**src/dsse_cfg.svh**
```systemverilog
// Constants for the store and subtract execution slice
`ifndef DSSE_CFG_SVH
`define DSSE_CFG_SVH

// Whole-word opcodes
`define DSSE_OP_SAT_OFF     16'h7f8a
`define DSSE_OP_SAT_ON      16'h7f8b
`define DSSE_OP_P_MINUS     16'h7f90

// Masked opcode groups
`define DSSE_MSK_UPPER      16'hf800
`define DSSE_VAL_UPPER      16'h5800
`define DSSE_MSK_LOWER      16'hff00
`define DSSE_VAL_LOWER      16'h5000
`define DSSE_MSK_AUX        16'hfe00
`define DSSE_VAL_AUX        16'h3000
`define DSSE_MSK_SAVE       16'hff00
`define DSSE_VAL_SAVE       16'h7c00
`define DSSE_MSK_SUB        16'hf000
`define DSSE_VAL_SUB        16'h1000

// Instruction fields
`define DSSE_IND_POS        7
`define DSSE_INC_POS        5
`define DSSE_DEC_POS        4
`define DSSE_KEEP_ARP_POS   3
`define DSSE_NEXT_ARP_POS   0
`define DSSE_AUX_SEL_POS    8

// Saved status word layout
`define DSSE_ST_OV_POS      15
`define DSSE_ST_OVM_POS     14
`define DSSE_ST_INTERRUPT_MASK_BIT_POS    13
`define DSSE_ST_ARP_POS     8
`define DSSE_ST_DP_POS      0
`define DSSE_ST_FILL        16'h1efe
`define DSSE_SAVE_PAGE      1'b1

// Saturation limits
`define DSSE_SAT_POS        32'h7fffffff
`define DSSE_SAT_NEG        32'h80000000

// Reset values
`define DSSE_RST_ACC        32'h00000000
`define DSSE_RST_AR         16'h0000
`define DSSE_RST_FLAG       1'b0

`endif

```
**src/dsse_pkg.sv**
```systemverilog
// Types for the store and subtract execution slice
`default_nettype none
package dsse_pkg;
    typedef enum logic [2:0] {
        DSSE_NONE    = 3'h0,
        DSSE_SAT_OFF = 3'h1,
        DSSE_SAT_ON  = 3'h2,
        DSSE_P_MINUS = 3'h3,
        DSSE_UPPER   = 3'h4,
        DSSE_LOWER   = 3'h5,
        DSSE_AUX     = 3'h6,
        DSSE_SAVE    = 3'h7
    } dsse_op_type;
endpackage
`default_nettype wire

```
**src/dsse_alu_if.sv**
```systemverilog
// Carrier between the execution core and its saturating subtractor
`default_nettype none
interface dsse_alu_if;
    logic [31:0] minuend;
    logic [31:0] subtrahend;
    logic        sat_mode;
    logic [31:0] difference;
    logic        overflow;
    modport core (output minuend, output subtrahend, output sat_mode,
                  input difference, input overflow);
    modport alu  (input minuend, input subtrahend, input sat_mode,
                  output difference, output overflow);
endinterface
`default_nettype wire

```
**src/dsse_exec.sv**
```systemverilog
// Execution core: saturation mode, stores, subtracts and status save
`default_nettype none
`include "dsse_cfg.svh"
// Operation
// - Saturation-on instruction sets saturation mode to 1.
// - On overflow with saturation mode, load largest positive or negative value.
// - Any arithmetic overflow sets the overflow flag.
// - Saturation mode is also loaded by status restore and saturation-off.
// - Product-subtract computes sum minus product into the sum register.
// - Product value is treated as signed two's complement.
// - Product-subtract updates overflow and saturates when mode is set.
// - Aux store writes auxiliary register 0 or 1 to memory.
// - Storing the current register with post-modify stores the modified value.
// - Direct status save forces page 1, offset from instruction.
// - Forced page leaves the stored page pointer unchanged.
// - Indirect status save addresses through the current auxiliary register.
// - Saved word: overflow 15, mode 14, mask 13, pointer 8, page 0.
// - Upper store writes top half of shifted sum copy, sum unchanged.
// - Shifted subtract sign-extends memory word, shifts it left with zero fill, subtracts it.
module dsse_exec
    import dsse_pkg::*;
#(
    parameter int PC_WIDTH = 12
)(
    // Clock and reset
    input  wire logic                REF_CLK,
    input  wire logic                SRST,
    // Instruction issue with its fetched memory operand
    input  wire logic                INSTR_VALID,
    input  wire logic [15:0]         INSTR,
    input  wire logic [15:0]         OPERAND,
    // State owned by neighbouring slices
    input  wire logic [31:0]         P_REG,
    input  wire logic                INTERRUPT_MASK_BIT_IN,
    // Loads from neighbouring slices, taken while no instruction issues
    input  wire logic                RESTORE_EN,
    input  wire logic [15:0]         RESTORE_WORD,
    input  wire logic                ACC_LOAD_EN,
    input  wire logic [31:0]         ACC_LOAD_DATA,
    input  wire logic                AR_LOAD_EN,
    input  wire logic                AR_LOAD_SEL,
    input  wire logic [15:0]         AR_LOAD_DATA,
    // Data memory write port
    output logic                     DMEM_WE,
    output logic [7:0]               DMEM_ADDR,
    output logic [15:0]              DMEM_WDATA,
    // Architectural state
    output logic [31:0]              ACC,
    output logic                     OV_FLAG,
    output logic                     SAT_MODE,
    output logic                     ARP,
    output logic                     DP,
    output logic [15:0]              AR0_VALUE,
    output logic [15:0]              AR1_VALUE,
    output logic [PC_WIDTH-1:0]      PC
);
    dsse_alu_if   alu_bus ();
    dsse_op_type  op;
    logic         is_sub;
    logic         uses_mem;
    logic         ind;
    logic [15:0]  ar [2];
    logic [15:0]  cur_ar;
    logic [15:0]  next_ar;
    logic         next_arp;
    logic         page;
    logic [7:0]   eff_addr;
    logic [15:0]  aux_data;
    logic [31:0]  shifted_acc;
    logic [31:0]  sub_value;
    logic [15:0]  save_word;
    logic         run;
    logic         idle;

    dsse_sub_alu u_alu (
        .bus (alu_bus)
    );

    // Opcode decode
    always_comb begin
        op = DSSE_NONE;
        is_sub = 1'b0;
        if (INSTR == `DSSE_OP_SAT_OFF) begin
            op = DSSE_SAT_OFF;
        end else if (INSTR == `DSSE_OP_SAT_ON) begin
            op = DSSE_SAT_ON;
        end else if (INSTR == `DSSE_OP_P_MINUS) begin
            op = DSSE_P_MINUS;
        end else if ((INSTR & `DSSE_MSK_UPPER) == `DSSE_VAL_UPPER) begin
            op = DSSE_UPPER;
        end else if ((INSTR & `DSSE_MSK_LOWER) == `DSSE_VAL_LOWER) begin
            op = DSSE_LOWER;
        end else if ((INSTR & `DSSE_MSK_AUX) == `DSSE_VAL_AUX) begin
            op = DSSE_AUX;
        end else if ((INSTR & `DSSE_MSK_SAVE) == `DSSE_VAL_SAVE) begin
            op = DSSE_SAVE;
        end else if ((INSTR & `DSSE_MSK_SUB) == `DSSE_VAL_SUB) begin
            is_sub = 1'b1;
        end
    end

    assign run  = INSTR_VALID && (op != DSSE_NONE || is_sub);
    assign idle = !INSTR_VALID;
    assign uses_mem = is_sub || op == DSSE_UPPER || op == DSSE_LOWER
                   || op == DSSE_AUX || op == DSSE_SAVE;

    // Address generation, direct through the page bit or indirect through a pointer
    assign ind      = INSTR[`DSSE_IND_POS];
    assign cur_ar   = ARP ? ar[1] : ar[0];
    assign next_ar  = cur_ar + {15'h0000, INSTR[`DSSE_INC_POS]}
                             - {15'h0000, INSTR[`DSSE_DEC_POS]};
    assign next_arp = (ind && !INSTR[`DSSE_KEEP_ARP_POS]) ? INSTR[`DSSE_NEXT_ARP_POS] : ARP;
    assign page     = (op == DSSE_SAVE) ? `DSSE_SAVE_PAGE : DP;
    assign eff_addr = ind ? cur_ar[7:0] : {page, INSTR[6:0]};

    // Store data sources
    assign aux_data = (ind && INSTR[`DSSE_AUX_SEL_POS] == ARP) ? next_ar
                    : ar[INSTR[`DSSE_AUX_SEL_POS]];
    assign shifted_acc = ACC << INSTR[10:8];
    assign sub_value   = {{16{OPERAND[15]}}, OPERAND} << INSTR[11:8];
    assign save_word   = `DSSE_ST_FILL
                       | ({15'h0000, OV_FLAG}  << `DSSE_ST_OV_POS)
                       | ({15'h0000, SAT_MODE} << `DSSE_ST_OVM_POS)
                       | ({15'h0000, INTERRUPT_MASK_BIT_IN}  << `DSSE_ST_INTERRUPT_MASK_BIT_POS)
                       | ({15'h0000, ARP}      << `DSSE_ST_ARP_POS)
                       | ({15'h0000, DP}       << `DSSE_ST_DP_POS);

    // Subtractor operands
    assign alu_bus.minuend    = ACC;
    assign alu_bus.subtrahend = (op == DSSE_P_MINUS) ? P_REG : sub_value;
    assign alu_bus.sat_mode   = SAT_MODE;

    // Program counter, one step per issued instruction
    always_ff @(posedge REF_CLK) begin
        if (SRST) begin
            PC <= '0;
        end else if (INSTR_VALID) begin
            PC <= PC + {{(PC_WIDTH-1){1'b0}}, 1'b1};
        end
    end

    // Accumulator
    always_ff @(posedge REF_CLK) begin
        if (SRST) begin
            ACC <= `DSSE_RST_ACC;
        end else if (run && (is_sub || op == DSSE_P_MINUS)) begin
            ACC <= alu_bus.difference;
        end else if (idle && ACC_LOAD_EN) begin
            ACC <= ACC_LOAD_DATA;
        end
    end

    // Overflow flag, sticky until a restore
    always_ff @(posedge REF_CLK) begin
        if (SRST) begin
            OV_FLAG <= `DSSE_RST_FLAG;
        end else if (run && (is_sub || op == DSSE_P_MINUS) && alu_bus.overflow) begin
            OV_FLAG <= 1'b1;
        end else if (idle && RESTORE_EN) begin
            OV_FLAG <= RESTORE_WORD[`DSSE_ST_OV_POS];
        end
    end

    // Saturation mode
    always_ff @(posedge REF_CLK) begin
        if (SRST) begin
            SAT_MODE <= `DSSE_RST_FLAG;
        end else if (run && op == DSSE_SAT_ON) begin
            SAT_MODE <= 1'b1;
        end else if (run && op == DSSE_SAT_OFF) begin
            SAT_MODE <= 1'b0;
        end else if (idle && RESTORE_EN) begin
            SAT_MODE <= RESTORE_WORD[`DSSE_ST_OVM_POS];
        end
    end

    // Pointer and page bits; the forced save page never reaches DP
    always_ff @(posedge REF_CLK) begin
        if (SRST) begin
            ARP <= `DSSE_RST_FLAG;
            DP  <= `DSSE_RST_FLAG;
        end else if (run && uses_mem && ind) begin
            ARP <= next_arp;
        end else if (idle && RESTORE_EN) begin
            ARP <= RESTORE_WORD[`DSSE_ST_ARP_POS];
            DP  <= RESTORE_WORD[`DSSE_ST_DP_POS];
        end
    end

    // Auxiliary registers, post-modified by indirect accesses
    for (genvar i = 0; i < 2; i++) begin : g_ar
        always_ff @(posedge REF_CLK) begin
            if (SRST) begin
                ar[i] <= `DSSE_RST_AR;
            end else if (run && uses_mem && ind && ARP == 1'(i)) begin
                ar[i] <= next_ar;
            end else if (idle && AR_LOAD_EN && AR_LOAD_SEL == 1'(i)) begin
                ar[i] <= AR_LOAD_DATA;
            end
        end
    end
    assign AR0_VALUE = ar[0];
    assign AR1_VALUE = ar[1];

    // Data memory write port
    always_ff @(posedge REF_CLK) begin
        if (SRST) begin
            DMEM_WE    <= 1'b0;
            DMEM_ADDR  <= 8'h00;
            DMEM_WDATA <= 16'h0000;
        end else begin
            DMEM_WE <= run && (op == DSSE_UPPER || op == DSSE_LOWER
                            || op == DSSE_AUX || op == DSSE_SAVE);
            if (run && uses_mem) begin
                DMEM_ADDR <= eff_addr;
            end
            case (run ? op : DSSE_NONE) // Idle cycles keep the last store word
                DSSE_UPPER: DMEM_WDATA <= shifted_acc[31:16];
                DSSE_LOWER: DMEM_WDATA <= ACC[15:0];
                DSSE_AUX:   DMEM_WDATA <= aux_data;
                DSSE_SAVE:  DMEM_WDATA <= save_word;
                default:    DMEM_WDATA <= DMEM_WDATA;
            endcase
        end
    end

    // Checks
    a_sat_on_sets: assert property (@(posedge REF_CLK) disable iff (SRST)
        run && op == DSSE_SAT_ON |=> SAT_MODE) else $error("sat on failed");
    a_sat_clamp_value: assert property (@(posedge REF_CLK) disable iff (SRST)
        run && (is_sub || op == DSSE_P_MINUS) && alu_bus.overflow && SAT_MODE
        |=> (ACC == `DSSE_SAT_POS) || (ACC == `DSSE_SAT_NEG)) else $error("no clamp");
    a_ov_sets_flag: assert property (@(posedge REF_CLK) disable iff (SRST)
        run && (is_sub || op == DSSE_P_MINUS) && alu_bus.overflow |=> OV_FLAG [*2])
        else $error("overflow flag not set");
    a_restore_mode: assert property (@(posedge REF_CLK) disable iff (SRST)
        idle && RESTORE_EN |=> SAT_MODE == $past(RESTORE_WORD[14])) else $error("restore");
    a_pminus_diff: assert property (@(posedge REF_CLK) disable iff (SRST)
        run && op == DSSE_P_MINUS && !alu_bus.overflow
        |=> ACC == $past(ACC) - $past(P_REG)) else $error("product subtract wrong");
    a_pminus_wrap: assert property (@(posedge REF_CLK) disable iff (SRST)
        run && op == DSSE_P_MINUS && alu_bus.overflow && !SAT_MODE
        |=> ACC == $past(ACC) - $past(P_REG) && OV_FLAG) else $error("wrap wrong");
    a_aux_direct: assert property (@(posedge REF_CLK) disable iff (SRST)
        run && op == DSSE_AUX && !ind
        |=> DMEM_WE && DMEM_WDATA == ($past(INSTR[8]) ? $past(ar[1]) : $past(ar[0])))
        else $error("aux store wrong");
    a_aux_modified: assert property (@(posedge REF_CLK) disable iff (SRST)
        run && op == DSSE_AUX && ind && INSTR[5] && !INSTR[4] && INSTR[8] == ARP
        |=> DMEM_WDATA == $past(cur_ar) + 16'h0001 && DMEM_ADDR == $past(cur_ar[7:0]))
        else $error("post-increment store wrong");
    a_save_page: assert property (@(posedge REF_CLK) disable iff (SRST)
        run && op == DSSE_SAVE && !ind
        |=> DMEM_ADDR == {1'b1, $past(INSTR[6:0])} && DP == $past(DP))
        else $error("save page wrong");
    a_save_indirect: assert property (@(posedge REF_CLK) disable iff (SRST)
        run && op == DSSE_SAVE && ind |=> DMEM_ADDR == $past(cur_ar[7:0]))
        else $error("save indirect address wrong");
    a_save_layout: assert property (@(posedge REF_CLK) disable iff (SRST)
        run && op == DSSE_SAVE |=> DMEM_WE && DMEM_WDATA[15] == $past(OV_FLAG)
        && DMEM_WDATA[14] == $past(SAT_MODE) && DMEM_WDATA[8] == $past(ARP)
        && DMEM_WDATA[13] == $past(INTERRUPT_MASK_BIT_IN)
        && DMEM_WDATA[0] == $past(DP) && DMEM_WDATA[12:9] == 4'hf) else $error("layout");
    a_upper_keep: assert property (@(posedge REF_CLK) disable iff (SRST)
        run && op == DSSE_UPPER |=> ACC == $past(ACC) && DMEM_WE) else $error("upper");
    a_sub_shift: assert property (@(posedge REF_CLK) disable iff (SRST)
        run && is_sub && !alu_bus.overflow |=> ACC == $past(ACC) - $past(sub_value))
        else $error("shifted subtract wrong");
    a_sat_off_clears: assert property (@(posedge REF_CLK) disable iff (SRST)
        run && op == DSSE_SAT_OFF |=> !SAT_MODE) else $error("sat off failed");
    a_lower_store: assert property (@(posedge REF_CLK) disable iff (SRST)
        run && op == DSSE_LOWER |=> DMEM_WE && DMEM_WDATA == $past(ACC[15:0]))
        else $error("lower store wrong");
    a_pc_step: assert property (@(posedge REF_CLK) disable iff (SRST)
        INSTR_VALID |=> PC == $past(PC) + {{(PC_WIDTH-1){1'b0}}, 1'b1})
        else $error("pc step wrong");
endmodule
`default_nettype wire

```
**src/dsse_sub_alu.sv**
```systemverilog
// Saturating 32-bit subtractor
`default_nettype none
`include "dsse_cfg.svh"
module dsse_sub_alu
    import dsse_pkg::*;
(
    // Operands and result
    dsse_alu_if.alu bus
);
    logic [32:0] wide;

    // Both operands are signed; a 33-bit result exposes the true sign
    always_comb begin
        wide = {bus.minuend[31], bus.minuend} - {bus.subtrahend[31], bus.subtrahend};
        bus.overflow = wide[32] ^ wide[31];
        if (bus.overflow && bus.sat_mode) begin
            bus.difference = wide[32] ? `DSSE_SAT_NEG : `DSSE_SAT_POS;
        end else begin
            bus.difference = wide[31:0];
        end
    end
endmodule
`default_nettype wire
```
**config.mk**
```make
export PLATFORM = sky130hd
export DESIGN_NAME = dsse_exec
export DESIGN_NICKNAME = d
export VERILOG_FILES = /design/src/dsse_pkg.sv /design/src/dsse_alu_if.sv /design/src/dsse_exec.sv /design/src/dsse_sub_alu.sv
export VERILOG_INCLUDE_DIRS = /design/src
export SDC_FILE = /design/constraint.sdc
export NUM_CORES = 1
export LEC_CHECK = 0
export BUFFER_PORTS_ARGS = -buffer_cell sky130_fd_sc_hd__buf_2
export CAP_MARGIN = 10
export CORE_MARGIN = 2
export CORE_UTILIZATION = 45
export CTS_CLUSTER_SIZE = 25
export DETAILED_ROUTE_END_ITERATION = 8
export MAX_ROUTING_LAYER = met4
export PLACE_DENSITY_LB_ADDON = 0.08
export SLEW_MARGIN = 20
export SYNTH_ARGS = -nofsm -noshare
export SYNTH_HDL_FRONTEND = slang
export SYNTH_SLANG_ARGS = --single-unit
```
**constraint.sdc**
```tcl
create_clock -name REF_CLK -period 5.9 [get_ports REF_CLK]
set_input_delay 1.77 -clock REF_CLK [delete_from_list [all_inputs] [get_ports REF_CLK]]
set_output_delay 1.77 -clock REF_CLK [all_outputs]
set_load 0.1 [all_outputs]
```
==> results_dict.tcl, run 1 <==
set metrics [dict create \
    status "completed" \
    total_power_mw 2.82 \
    critical_path_buf_inv_count 5 \
    synth-main-ff-cell "dfxtp_1" \
    yosys-top-cells-count "nor2_1, a21oi_1, o21ai_0" \
    grt_use_total_pct 32.7 \
    fin_nets 1737 \
    cts_tree "built" \
    utilization_pct 57.7 \
    ys_seq_elements 105 \
    critical_path_class "input pin to flop" \
    cts_root_buffer "clkbuf_16" \
    hold_path_class "flop to flop" \
    clk_pin_slew_ps 80 \
    synthArstFlopShare_pct 0 \
    multi_input_area_mm2 0.00703 \
    peakVddDrop_mv 0.130 \
    synth.avg_cell_area_um2 7.90 \
    ys_seq_area_share_pct 24.4 \
    final.min_clock_period_ps 5660 \
    cpPeakStageDelay_ps 660 \
    synth_fp_nets 1443 \
    slew_headroom_pct 33.6 \
    power_density_mw_per_mm2 225 \
    cp-start-kind "input pin" \
    synth_cell_types 83 \
    post-place-cells 1819 \
    areaGrowthSynthToFinish_pct 26.7 \
    cp-end-kind "flop" \
    dieArea_mm2 0.0232 \
    timing_hold_violations_final 0 \
    leakage_nw 5.65 \
    ys_warn_count 0 \
    synth.most_common_cell "nor2_1" \
    wl_um 37700 \
    yosysTopAreaCell "dfxtp_1" \
    rows 54 \
    dr.pass1.iters 5 \
    clkSinkCount 105 \
    via_per_inst 5.93 \
    synth.area.top_cells "dfxtp_1, edfxtp_1, mux2i_1" \
    routabilityCongestion 0.961 \
    fillers 2116 \
    detail_route.iter0.violations 928 \
    cts_buffers 9 \
    crit_fanout 23 \
    synthCells 1256 \
    drtAntennaViolNets 0 \
    syn_area_mm2 0.00992 \
    drive_gt1_share_pct 28.3 \
    insertedDiodeCount 0 \
    h-tree-depth 3 \
    arrival_ps 5930 \
    vias 10878 \
    synth-edff-count 32 \
    crit_slowest_cell "or4b_1" \
    drc 0 \
    tightest_slew_ps 993 \
    final_max_slew_viol_count 0 \
    die_y_um 152 \
    rsz0062_at_grt "no" \
    cts_setup_buffers 0 \
    path_cells "buf_2 -> or4b_1 -> nor4_4 -> buf_12 -> a211oi_1 -> a21oi_1 -> ha_1 -> buf_4 -> nand3_1 -> buf_4 -> o21ai_0 -> a21boi_0 -> a32oi_4 -> xor2_2 -> buf_12 -> o21ai_0 -> a221oi_1" \
    dp_hpwl_um 29800 \
    dieWidth_um 152 \
    synth_top_area_share_pct 14.7 \
    grt_max_degree 48 \
    max_freq_mhz 177 \
    grt_antenna_before_repair 0 \
    cts.path.max_buffers 2 \
    core_area_mm2 0.0218 \
    path_delay_family "compound AO/OA/AOI/OAI gates" \
    clock_latency_ps 370 \
    grt_remaining_overflow 0 \
    finalSetupViolCount 0 \
    grt_pass1_wl_um 58600 \
    seqCellArea_mm2 0.00242 \
    maxCapViolations 0 \
    fin_cells 1835 \
    grt_pass1_vias 10460 \
    fin_skew_ps 9.90 \
    start_util_pct 45.6 \
    portBuffers 228 \
    drt-wirelength-per-cell_um 20.6 \
    io-pin-count 241 \
    finalCritPeriodShare_pct 96.0 \
    crit_required_ps 6170 \
]
==> final timing paths <==
| path | startpoint | end | slack [ps] | cells past startpoint |
|---|---|---|---|---|
| max | INSTR[3] | ACC[30] | 240 | 17 |
| min | DMEM_WDATA[6] | DMEM_WDATA[6] | 440 | 2 |
| max reg2reg | ARP | ar[1][13] | 1930 | 13 |
| min reg2reg | DMEM_WDATA[6] | DMEM_WDATA[6] | 440 | 2 |
==> worst min-delay path, stage by stage (launching register included) <==
cell and delay [ps]:
dfxtp_1 320, nand2_1 50, nand2_1 40
==> registers in the layout (all words and copies together) (netlist names) <==
signal      count
DMEM_WE         1
DMEM_ADDR       8
ACC            32
DP              1
DMEM_WDATA     16
PC             12
ar             32
OV_FLAG         1
SAT_MODE        1
ARP             1
==> where the power goes <==
group	switching, mW	leakage, nW	total [mW]	internal (mW)
logic	0.855	4.57	1.34	0.489
registers	0.0501	0.930	0.829	0.779
clock network	0.327	0.154	0.652	0.325
==> stage by stage <==
step	worst slack, ps	TNS (ps)	instance area [um2]	hold slack, ps
global route	30.2	0	12600	477
detailed placement	-241	-4120	12200	434
CTS	120	0	12500	445
global placement	-261	-4010	12200	439
finish	239	0	12600	445
floorplan	26.9	0	9920	866
==> cell type report <==
| type | instances | area share (%) |
|---|---|---|
| multi-input cells | 1022 | 56.0 |
| flip-flops and latches | 105 | 19.3 |
| repair buffers | 366 | 18.1 |
| well taps | 280 | 2.79 |
| clock buffers | 10 | 1.99 |
| inverters | 46 | 1.37 |
| clock inverters | 6 | 0.538 |
==> cell families after synthesis <==
kind of cell / after synthesis / synth area share [%]
compound gates: 447 / 30.6
simple gates: 370 / 17.1
buf+inv: 129 / 5.27
mux: 108 / 11.9
flops: 105 / 24.4
fa+ha+maj: 51 / 6.59
xor+xnor: 46 / 4.14
==> placed cells by master, fill, tap and decap left out, drive strengths merged, types with 11 or more instances in the layout <==
cell type and instances:
a21o 18, a22o 18, a211oi 27, or3 14, ha 49, xnor2 29
dfxtp 73, a31oi 11, nor2b 16, buf 366, mux2i 91, edfxtp 32
inv 47, a21oi 115, nand2 112, a221oi 20, a22oi 15, nor2 140
nand3 18, o211ai 17, o21ai 115, xor2 17, nor3 13
==> repair_timing <==
action	4_1_cts	5_1_grt
endpoints found under the setup margin	0	30
gates resized for setup	0	8
hold buffers	0	0
==> routing by layer <==
metal  up-vias  routed length (um)  track usage (%)
li1       5271                   -                -
met1      5082               17400             45.5
met2       477               16700             50.2
met3        48                2830             4.69
met4         0                 851             8.60
met5         -                   0                -
No activity file was read; power rests on OpenSTA's default activity.
==> run 2, diff against run 1 <==
Settings changed: GPL_TIMING_DRIVEN set to 0.
==> run 2 against run 1 <==
Effect of this change: critical path depth is 3 higher; core utilization is 0.12 points higher; clock power is 2% lower; largest cell class unchanged; largest power group unchanged.
==> results_dict.tcl, run 2 (same netlist as run 1, synthesis figures left out) <==
set metrics [dict create \
    clk_pin_slew_ps 80 \
    maxCapViolations 0 \
    fin_skew_ps 19.8 \
    via_per_inst 6.23 \
    final_max_slew_viol_count 0 \
    p_int_mw 1.54 \
    cp-start-kind "input pin" \
    drive_gt1_share_pct 28.6 \
    dp_hpwl_um 33600 \
    finalSetupViolCount 0 \
    top_regs "ACC (32), ar (32), DMEM_WDATA (16)" \
    die_y_um 152 \
    clkSinkCount 105 \
    max_freq_mhz 171 \
    tightest_slew_ps 975 \
    rows 54 \
    fin_setup_tns_ps 0 \
    wl_um 42600 \
    routabilityCongestion 1.06 \
    drc 0 \
    clockPowerShare_pct 22.4 \
    status "completed" \
    p_switching_mw 1.32 \
    grt_remaining_overflow 0 \
    crit_required_ps 6180 \
    cp-end-kind "flop" \
    core_area_mm2 0.0218 \
    hold_path_class "flop to flop" \
    cts_hold_buffers 0 \
    arrival_ps 6130 \
    crit_fanout 10 \
    p_comb_share_pct 48.5 \
    final.min_clock_period_ps 5850 \
    vias 11310 \
    finalCritPeriodShare_pct 99.2 \
    grt_use_total_pct 36.1 \
    switching_share_pct 46.1 \
    clock_latency_ps 380 \
    io-pin-count 241 \
    h-tree-depth 3 \
    drt-wirelength-per-cell_um 23.4 \
    detail_route.iter0.violations 977 \
    p_seq_share_pct 29.1 \
    grt_max_degree 21 \
    timing_hold_violations_final 0 \
    grt_pass1_wl_um 62800 \
    place_area_mm2 0.0114 \
    start_util_pct 45.6 \
    critical_path_class "input pin to flop" \
    cts_buffers 9 \
    dieArea_mm2 0.0232 \
    cts_tree "built" \
    dr.pass1.iters 5 \
    grt_pass1_vias 10549 \
    grt_antenna_before_repair 3 \
    leakage_nw 5.44 \
    areaGrowthSynthToFinish_pct 26.9 \
    fin_nets 1716 \
    mostFrequentLayoutCell "buf_2" \
    design_area_mm2 0.0126 \
    cts_root_buffer "clkbuf_16" \
    slew_headroom_pct 35.0 \
    power_density_mw_per_mm2 227 \
    portBuffers 226 \
    drtAntennaViolNets 0 \
    peakVddDrop_mv 0.141 \
    cts.path.max_buffers 2 \
    final_cell_mix "buf_2, nor2_1, nand2_1, a21oi_1, o21ai_0" \
    total_power_mw 2.86 \
    dieWidth_um 152 \
]
run 2: changes by cell type in the layout (fill, tap and decap cells not counted), moves of 11 or more:
cell,change
mux2i_1,-12
clkbuf_1,+36
buf_4,-96
buf_2,+12
o21ai_0,-11
run 2: what timing repair did:
| item | in CTS | in global routing |
|---|---|---|
| gates resized for setup | 74 | 102 |
| cloned | 1 | 2 |
| setup buffers | 16 | 17 |
| pin swaps | 13 | 26 |
| setup endpoints to repair | 33 | 33 |
run 2: area by class of cell:
type | count | area (um2)
inverters | 46 | 173
clock inverters | 7 | 67.6
fillers | 2112 | 9170
plain buffers | 83 | 531
diodes | 1 | 2.50
flip-flops and latches | 105 | 2420
multi-input cells | 1022 | 7400
repair buffers | 262 | 1420
well taps | 280 | 350
clock buffers | 9 | 225
run 2: path summary, 6_finish.rpt:
| check | end | cells after the start | from | slack, ps |
|---|---|---|---|---|
| worst max register to register | ar[1][13] | 16 | ARP | 400 |
| worst max-delay path | ACC[26] | 20 | INSTR[8] | 50 |
| worst min register to register | DMEM_WDATA[5] | 2 | DMEM_WDATA[5] | 440 |
| worst min-delay path | DMEM_WDATA[5] | 2 | DMEM_WDATA[5] | 440 |
run 2: layer usage:
layer  wire length (um)  vias to the layer above  GRT usage, %
li1                   -                     5248             -
met2              18200                      639          52.8
met3               4730                       73          9.13
met4               1220                        0          10.4
met1              18400                     5350          49.4
met5                  0                        -             -
run 2: through the flow:
stage                     hold slack (ps)  util [%]  cells  setup WS (ps)
after global routing                  472      57.9   1815          -6.76
after CTS                             440      55.6   1795           4.26
final                                 436      57.9   1815           47.2
after floorplan                       866         -   1256           26.9
after detailed placement              429      52.4   1762          -1590
after global placement                426      52.4   1762          -1600
run 2: power by group through the flow:
| stage | Sequential [mW] | Combinational [mW] | Clock [mW] |
|---|---|---|---|
| after floorplan | 1.07 | 0.671 | 0 |
| after global placement | 0.845 | 1.22 | 0 |
| after detailed placement | 0.846 | 1.22 | 0 |
| after CTS | 0.829 | 1.28 | 0.645 |
| after global routing | 0.834 | 1.48 | 0.664 |
| final | 0.832 | 1.38 | 0.641 |
run 2: worst max-delay path, stage by stage:
cell,delay [ps]
clkbuf_4,180
buf_12,170
buf_8,160
buf_12,160
mux2i_4,200
mux2i_2,220
mux2i_2,160
o221ai_2,240
o21ai_1,140
ha_1,340
nand4_1,140
or3_1,370
a211o_1,290
nand2_4,130
nand3_2,100
a32oi_4,400
xor2_4,360
buf_4,230
o21ai_0,100
a221oi_2,250
